## src/rtl/ppr_pkg.sv

```systemverilog
// Package for the port pull resistor register bank: offsets, masks, reset values, wait counts.
// Assumes a 32-bit APB slave with byte addresses and word-aligned registers.
package ppr_pkg;
  localparam logic [11:0] PPR_OFF_PB_PD = 12'h02C;
  localparam logic [11:0] PPR_OFF_PC_PU = 12'h030;
  localparam logic [11:0] PPR_OFF_PC_PD = 12'h034;
  localparam logic [11:0] PPR_OFF_PD_PU = 12'h038;
  localparam logic [11:0] PPR_OFF_PD_PD = 12'h03C;
  localparam logic [11:0] PPR_OFF_PF_PU = 12'h048;
  localparam logic [11:0] PPR_OFF_PF_PD = 12'h04C;
  localparam logic [15:0] PPR_MASK_B = 16'hFFFF;
  localparam logic [15:0] PPR_MASK_C = 16'hFFFF;
  localparam logic [15:0] PPR_MASK_D = 16'h037F;
  localparam logic [15:0] PPR_MASK_F = 16'h0007;
  localparam logic [15:0] PPR_RESET_VAL = 16'h0000;
  localparam logic [1:0] PPR_WAIT_WRITE = 2'h3;
  localparam logic [1:0] PPR_WAIT_READ = 2'h2;
endpackage

```

## src/rtl/ppr_regs.sv

```systemverilog
// Port pull resistor enable register bank with APB slave and gated pull outputs.
// Assumes APB signals from the same clock domain; apply_pull_config_i comes from power_control_three logic.
`timescale 1ns/10ps
`default_nettype none

// Operation
// - Port B pull-down bits 15:0 drive port B pull-downs while apply bit set.
// - Port C pull-up bits 15:0 drive port C pull-ups while apply bit set.
// - Port C pull-down bits 15:0 drive port C pull-downs while apply bit set.
// - Port D pull-up implements bits 9:8 and 6:0; others reserved.
// - Port D pull-down implements bits 9:8 and 6:0, gated by apply bit.
// - Port F pull-up implements bits 2:0 only, gated by apply bit.
// - Port F pull-down implements bits 2:0 only, gated by apply bit.
// - Pull-down wins; pull-up suppressed when both enabled on a pin.
// - All enable registers are zero after full reset.
// - Registers ignore Standby exit and power block peripheral reset.
module ppr_regs
  import ppr_pkg::*;
(
  input wire logic clk_i,
  input wire logic nrst_i,
  input wire logic psel_i,
  input wire logic penable_i,
  input wire logic pwrite_i,
  input wire logic [11:0] paddr_i,
  input wire logic [31:0] pwdata_i,
  output logic [31:0] prdata_o,
  output logic pready_o,
  output logic pslverr_o,
  input wire logic apply_pull_config_i,
  input wire logic standby_exit_i,
  input wire logic power_block_peripheral_reset_i,
  output logic [15:0] port_b_pulldown_o,
  output logic [15:0] port_c_pullup_o,
  output logic [15:0] port_c_pulldown_o,
  output logic [15:0] port_d_pullup_o,
  output logic [15:0] port_d_pulldown_o,
  output logic [15:0] port_f_pullup_o,
  output logic [15:0] port_f_pulldown_o
);

  localparam int NREG = 7;
  localparam logic [11:0] OFFS [NREG] = '{PPR_OFF_PB_PD, PPR_OFF_PC_PU, PPR_OFF_PC_PD,
    PPR_OFF_PD_PU, PPR_OFF_PD_PD, PPR_OFF_PF_PU, PPR_OFF_PF_PD};
  localparam logic [15:0] MASKS [NREG] = '{PPR_MASK_B, PPR_MASK_C, PPR_MASK_C,
    PPR_MASK_D, PPR_MASK_D, PPR_MASK_F, PPR_MASK_F};

  logic [15:0] enable_r [NREG];
  logic [1:0] wait_r;
  logic [NREG-1:0] hit;
  logic access;
  logic done;
  logic [31:0] rd_nxt;

  // Standby exit and peripheral reset are deliberately not connected to storage
  logic unused_resets;
  assign unused_resets = standby_exit_i | power_block_peripheral_reset_i;

  assign access = psel_i & penable_i & ~pready_o;
  assign done = access & (wait_r == (pwrite_i ? PPR_WAIT_WRITE : PPR_WAIT_READ));

  // Extra wait states count up during the access phase
  always_ff @(posedge clk_i) begin
    if (!nrst_i) begin
      wait_r <= 2'h0;
    end else if (done || !access) begin
      wait_r <= 2'h0;
    end else begin
      wait_r <= wait_r + 2'h1;
    end
  end

  always_ff @(posedge clk_i) begin
    if (!nrst_i) begin
      pready_o <= 1'b0;
    end else begin
      pready_o <= done;
    end
  end

  genvar g;
  generate
    for (g = 0; g < NREG; g++) begin : g_reg
      assign hit[g] = (paddr_i == OFFS[g]);
      always_ff @(posedge clk_i) begin
        if (!nrst_i) begin
          enable_r[g] <= PPR_RESET_VAL;
        end else if (done && pwrite_i && hit[g]) begin
          enable_r[g] <= pwdata_i[15:0] & MASKS[g];
        end
      end
    end
  endgenerate

  // Read decode; unmapped offsets fall through to zero
  always_comb begin
    rd_nxt = 32'h0000_0000;
    if (hit[0]) begin
      rd_nxt = {16'h0000, enable_r[0]};
    end else if (hit[1]) begin
      rd_nxt = {16'h0000, enable_r[1]};
    end else if (hit[2]) begin
      rd_nxt = {16'h0000, enable_r[2]};
    end else if (hit[3]) begin
      rd_nxt = {16'h0000, enable_r[3]};
    end else if (hit[4]) begin
      rd_nxt = {16'h0000, enable_r[4]};
    end else if (hit[5]) begin
      rd_nxt = {16'h0000, enable_r[5]};
    end else if (hit[6]) begin
      rd_nxt = {16'h0000, enable_r[6]};
    end
  end

  // Read data stands only in the cycle that pready is high
  always_ff @(posedge clk_i) begin
    if (!nrst_i) begin
      prdata_o <= 32'h0000_0000;
    end else if (done && !pwrite_i) begin
      prdata_o <= rd_nxt;
    end else begin
      prdata_o <= 32'h0000_0000;
    end
  end

  // No access is ever refused
  always_ff @(posedge clk_i) begin
    if (!nrst_i) begin
      pslverr_o <= 1'b0;
    end else begin
      pslverr_o <= 1'b0;
    end
  end

  // Pull-down wins on a pin with both enables set
  logic [15:0] c_pullup_eff;
  logic [15:0] d_pullup_eff;
  logic [15:0] f_pullup_eff;
  assign c_pullup_eff = enable_r[1] & ~enable_r[2];
  assign d_pullup_eff = enable_r[3] & ~enable_r[4];
  assign f_pullup_eff = enable_r[5] & ~enable_r[6];

  // Each port output is gated by the apply bit
  always_ff @(posedge clk_i) begin
    if (!nrst_i) begin
      port_b_pulldown_o <= PPR_RESET_VAL;
    end else if (apply_pull_config_i) begin
      port_b_pulldown_o <= enable_r[0];
    end else begin
      port_b_pulldown_o <= PPR_RESET_VAL;
    end
  end

  always_ff @(posedge clk_i) begin
    if (!nrst_i) begin
      port_c_pullup_o <= PPR_RESET_VAL;
    end else if (apply_pull_config_i) begin
      port_c_pullup_o <= c_pullup_eff;
    end else begin
      port_c_pullup_o <= PPR_RESET_VAL;
    end
  end

  always_ff @(posedge clk_i) begin
    if (!nrst_i) begin
      port_c_pulldown_o <= PPR_RESET_VAL;
    end else if (apply_pull_config_i) begin
      port_c_pulldown_o <= enable_r[2];
    end else begin
      port_c_pulldown_o <= PPR_RESET_VAL;
    end
  end

  always_ff @(posedge clk_i) begin
    if (!nrst_i) begin
      port_d_pullup_o <= PPR_RESET_VAL;
    end else if (apply_pull_config_i) begin
      port_d_pullup_o <= d_pullup_eff;
    end else begin
      port_d_pullup_o <= PPR_RESET_VAL;
    end
  end

  always_ff @(posedge clk_i) begin
    if (!nrst_i) begin
      port_d_pulldown_o <= PPR_RESET_VAL;
    end else if (apply_pull_config_i) begin
      port_d_pulldown_o <= enable_r[4];
    end else begin
      port_d_pulldown_o <= PPR_RESET_VAL;
    end
  end

  always_ff @(posedge clk_i) begin
    if (!nrst_i) begin
      port_f_pullup_o <= PPR_RESET_VAL;
    end else if (apply_pull_config_i) begin
      port_f_pullup_o <= f_pullup_eff;
    end else begin
      port_f_pullup_o <= PPR_RESET_VAL;
    end
  end

  always_ff @(posedge clk_i) begin
    if (!nrst_i) begin
      port_f_pulldown_o <= PPR_RESET_VAL;
    end else if (apply_pull_config_i) begin
      port_f_pulldown_o <= enable_r[6];
    end else begin
      port_f_pulldown_o <= PPR_RESET_VAL;
    end
  end

endmodule
`default_nettype wire

```

## config.mk

```make
export PLATFORM = sky130hd
export DESIGN_NAME = ppr_regs
export DESIGN_NICKNAME = d
export VERILOG_FILES = /design/src/rtl/ppr_pkg.sv /design/src/rtl/ppr_regs.sv
export SDC_FILE = /design/constraint.sdc
export NUM_CORES = 1
export LEC_CHECK = 0
export BUFFER_PORTS_ARGS = -buffer_cell sky130_fd_sc_hd__buf_2
export CAP_MARGIN = 20
export CORE_ASPECT_RATIO = 0.8
export CORE_MARGIN = 1
export CORE_UTILIZATION = 50
export DETAILED_ROUTE_END_ITERATION = 7
export PLACE_DENSITY = 0.76
export SETUP_SLACK_MARGIN = 0.02
export SLEW_MARGIN = 20
export SYNTH_ARGS = -nofsm -noshare
export SYNTH_HDL_FRONTEND = slang
export SYNTH_SLANG_ARGS = --single-unit
```

## constraint.sdc

```tcl
create_clock -name clk_i -period 4.3 [get_ports clk_i]
set_input_delay 0.43 -clock clk_i [delete_from_list [all_inputs] [get_ports clk_i]]
set_output_delay 0.43 -clock clk_i [all_outputs]
set_load 0.05 [all_outputs]
```

== After elaboration in Yosys (flattened, before gate mapping) ==
Memory sizes are Yosys's and may differ from the RTL's.
Index checks and enable logic that the tools add are counted.
Widths: inputs -> output; s select.
Word-level totals
  bits in registers: 147
  bits in writable memories: 112
  input bits: 52
  output and inout port bits: 146
  logic and storage cells: 93
  memories: 1
Cells by class
  $add $sub $neg: 1
  equal/unequal tests: 8
  muxes and demuxes: 37
  bitwise operators: 19
  reductions and logical operators: 16
Memory list
  enable_r: depth 7, width 16, rd ports 7, clocked after memory_dff 0, wr ports 7, line ppr_regs.sv:48  | logic [15:0] enable_r [NREG];
Operators with widths (number)
  $mux 16: 14
  $eq 12x6->1 const B: 5
  $and 16x16->16: 3
  $not 16->16: 3
  $eq 12x7->1 const B: 2
  $mux 1: 23
  $logic_and 1x1->1: 9
  $reduce_or 8->1: 1
  $or 1x1->1: 7
  $reduce_and 2->1: 2
  $and 1x1->1: 3
  $not 1->1: 3
  $add 2x1->2 const B: 1
  $eq 2x2->1: 1
  $logic_not 1->1: 2
  $reduce_or 2->1: 1
  $logic_or 1x1->1: 1

== Depth between registers and ports, before layout ==
  depth after elaboration: 9
  mapped depth: 6
  gate-level depth less buffers: 4

== Worst setup path after synthesis ==
Ideal clock, no wire load.
  path kind: input port to flip-flop
  from: input paddr_i[1]
  to: memory enable_r[1][0] (enable)
  setup time: 435 ps
  data arrival time: 3387 ps
  data required time: 3865 ps
  slack: 477 ps
  stages on the path: 4
  buffers on the path: 1
  cells stage by stage: or4_4 -> or3_4 -> buf_6 -> o41ai_1
RTL lines
  from (decl): line ppr_regs.sv:25  | input wire logic [11:0] paddr_i,
  to (decl): line ppr_regs.sv:48

==> metrics.cfg <==
[setup_path]
cp.arrival_ns=2.97
path_max_fanout=16
start_kind=flip-flop
r2r-start=wait_r[1]
r2r_end=enable_r[2][11]
crit_required_ns=4.34
rrSetupSlack_ns=1.37
r2r_cells=4
end_kind=flip-flop
path_class=flip-flop to flip-flop

[clock_tree]
cts_resized=0
clockBufferDepth=2
cts_tree=yes
clk_pin_slew_ns=0.06
numClockSinks=163
numCtsBuffers=17
h-tree-depth=4
post_cts_buffers=0
hold_buffers=0
ctsRootBufferMaster=clkbuf_16
clock_latency_ns=0.43

[route]
vias=4228
drt_iter0_markers=307
drc=0
post_drt_via_cell_ratio=5.150
wl_per_cell_um=17.23
drt-total-wl_um=14150
dr.pass1.iters=4
antenna_left=0

[timing]
fin_tns_setup_ns=0
max_clock_freq_mhz=341.6
hold_ws_ns=0.2980
rsz0062_at_grt=false
worst_pin_slew_ns=0.9774
period_needed_ns=2.928
final.period_utilization_pct=68.09
slew_headroom_pct=34.84
finalSetupViolCount=0
finClkSkew_ns=0.008502
hold_viol=0
finalMaxSlewViolations=0

[final_layout]
antenna_cells=0
nets=689
area_growth_pct=17.52
nFillCells=980
drive_gt1_share_pct=29.23

[synthesis]
synth_commonest_cells=91 x dfxtp_1, 72 x edfxtp_1, 66 x and2_1
synthDistinctLibCells=46
ys_seq_area_share_pct=61.44
netlist_area_mm2=0.006484
synth_edf_count=72
synth.most_common_cell=dfxtp_1
syn_inst=515
yosys.area.top_type_share_pct=33.35
ys_seq_elements=163
yosys_warnings=0
synth_top_area_cell=edfxtp_1
synthFlopType=dfxtp_1
synth-async-reset-ratio_pct=0
postSynthAreaPerCell_um2=12.59
synthTopCellsByArea=edfxtp_1 33%, dfxtp_1 28%, buf_4 6.7%, and2_1 6.4%, and3_1 4.5%

[grt]
antenna_found_initial=0
grt_overflow=0
grt_usage_pct=21.65
grt_pass1_vias=4116
grt_max_degree=57
grt_pass1_wl_um=21480

[die]
rows=36
die_h_um=103.9
num_io_pins=198
die_w_um=129.3
die-area_mm2=0.01343
coreArea_mm2=0.01239
start_util_pct=52.34

[worst_hold_path]
hp-start=pwdata_i[10]
holdPathStages=2
hold_class=input pin to flip-flop
min_delay_worst_endpoint=enable_r[2][10]

[place]
numPortBuffers=122
hpwl_um=9389
gp_congestion=0.8984

[pwr]
power_density_mw_per_mm2=447.7
p_leak_nw=3.456
vdd_ir_drop_max_mv=0.2685

[run]
cap_viol_max_count=0

[status]
status=completed

-- worst max-delay path by stage --
stage                           from  cells past startpoint         endpoint
after global placement      pwrite_i                      5  enable_r[2][10]
after global routing       wait_r[1]                      4   enable_r[2][2]
after floorplan           paddr_i[1]                      4   enable_r[1][0]
after CTS                  wait_r[1]                      4   enable_r[2][2]
final                      wait_r[1]                      4  enable_r[2][11]
after detailed placement    pwrite_i                      5  enable_r[2][10]
-- worst max-delay path, cell delays in order (launching register included) --
cell and delay (ns):
dfxtp_1 0.36, nand2_1 0.07, or4b_1 0.83, or2_2 0.46, o31ai_4 0.82
-- layout make-up --
| cell class | instances | area (µm²) | share of cell area, % |
|---|---|---|---|
| Clock buffer | 18 | 429.2 | 5.632 |
| Clock inverter | 14 | 128.9 | 1.691 |
| Inverter | 2 | 7.507 | 0.09852 |
| Multi-Input combinational cell | 322 | 2178 | 28.59 |
| Sequential cell | 163 | 3984 | 52.28 |
| Tap cell | 171 | 214.0 | 2.808 |
| Timing Repair Buffer | 131 | 678.2 | 8.900 |
-- where the power goes --
part	leakage (nW)	switching [mW]	internal (mW)
sequential	1.47	0.0199	1.66
clock	0.267	0.616	0.801
combinational	1.72	0.259	0.0590
total	3.46	0.895	2.52
-- per-layer routing --
layer / global-route usage (%) / part of all wire (%) / wire length [µm] / vias up
li1: - / - / - / 1976
met4: 8.403 / 1.8 / 250 / 0
met2: 32.64 / 46 / 6547 / 192
met1: 29.38 / 44 / 6261 / 2033
met3: 6.224 / 7.7 / 1088 / 27
met5: 0 / 0 / 0 / -
-- state kept, by name (all words and copies together), names as in the netlist --
signal / cells
port_c_pulldown_o: 16
port_d_pullup_o: 9
port_f_pulldown_o: 3
port_c_pullup_o: 16
wait_r: 2
pready_o: 1
port_d_pulldown_o: 9
port_b_pulldown_o: 16
prdata_o: 16
enable_r: 72
port_f_pullup_o: 3
-- cell families (layout without fill, tap and decap cells) --
family | after synthesis | count (layout) | share of synthesized area (%)
flip-flops | 163 | 163 | 61.44
multiplexers | 23 | 23 | 3.763
AO/OA/AOI/OAI | 41 | 41 | 5.268
buffers and inverters | 86 | 165 | 8.742
other | 1 | 57 | 0.05784
XOR/XNOR | 1 | 1 | 0.1351
AND/OR/NAND/NOR | 200 | 200 | 20.59
-- per-stage QoR --
stage,utilization [%],area [µm²],worst slack [ns],power [mW],cells
final,61.52,7620,1.372,3.412,821
after global placement,56.99,7059,1.232,2.020,789
after global routing,61.52,7620,1.241,3.514,821
after floorplan,-,6694,0.4774,1.991,571
after detailed placement,56.99,7059,1.173,2.025,789
after CTS,61.49,7617,1.355,3.427,821
-- layout by cell type (no fill, tap or decap), types with 2 or more instances in the layout --
master	synthesis	layout
and2_1	66	66
mux2i_1	12	12
clkbuf_16	0	17
a21oi_1	3	3
nor2_1	12	12
o211a_1	6	6
nor3b_1	30	30
inv_1	2	2
nor4_1	2	2
clkinvlp_4	0	3
a221oi_1	3	3
buf_4	58	9
inv_6	0	4
buf_2	3	122
dfxtp_1	91	91
and4_1	3	3
o221a_1	3	3
nand3_1	3	3
nor2b_1	2	2
nand2_1	15	14
and3_1	47	47
a22oi_1	7	7
nor4_4	5	5
a21o_1	5	5
mux2_2	11	11
o2111ai_1	3	3
o221ai_1	6	6
nor4b_1	2	2
edfxtp_1	72	72
clkinv_2	0	3
conb_1	1	57
or2_2	2	2
clkinv_4	0	3
o41ai_2	0	2
(Power assumes the default switching activity.)
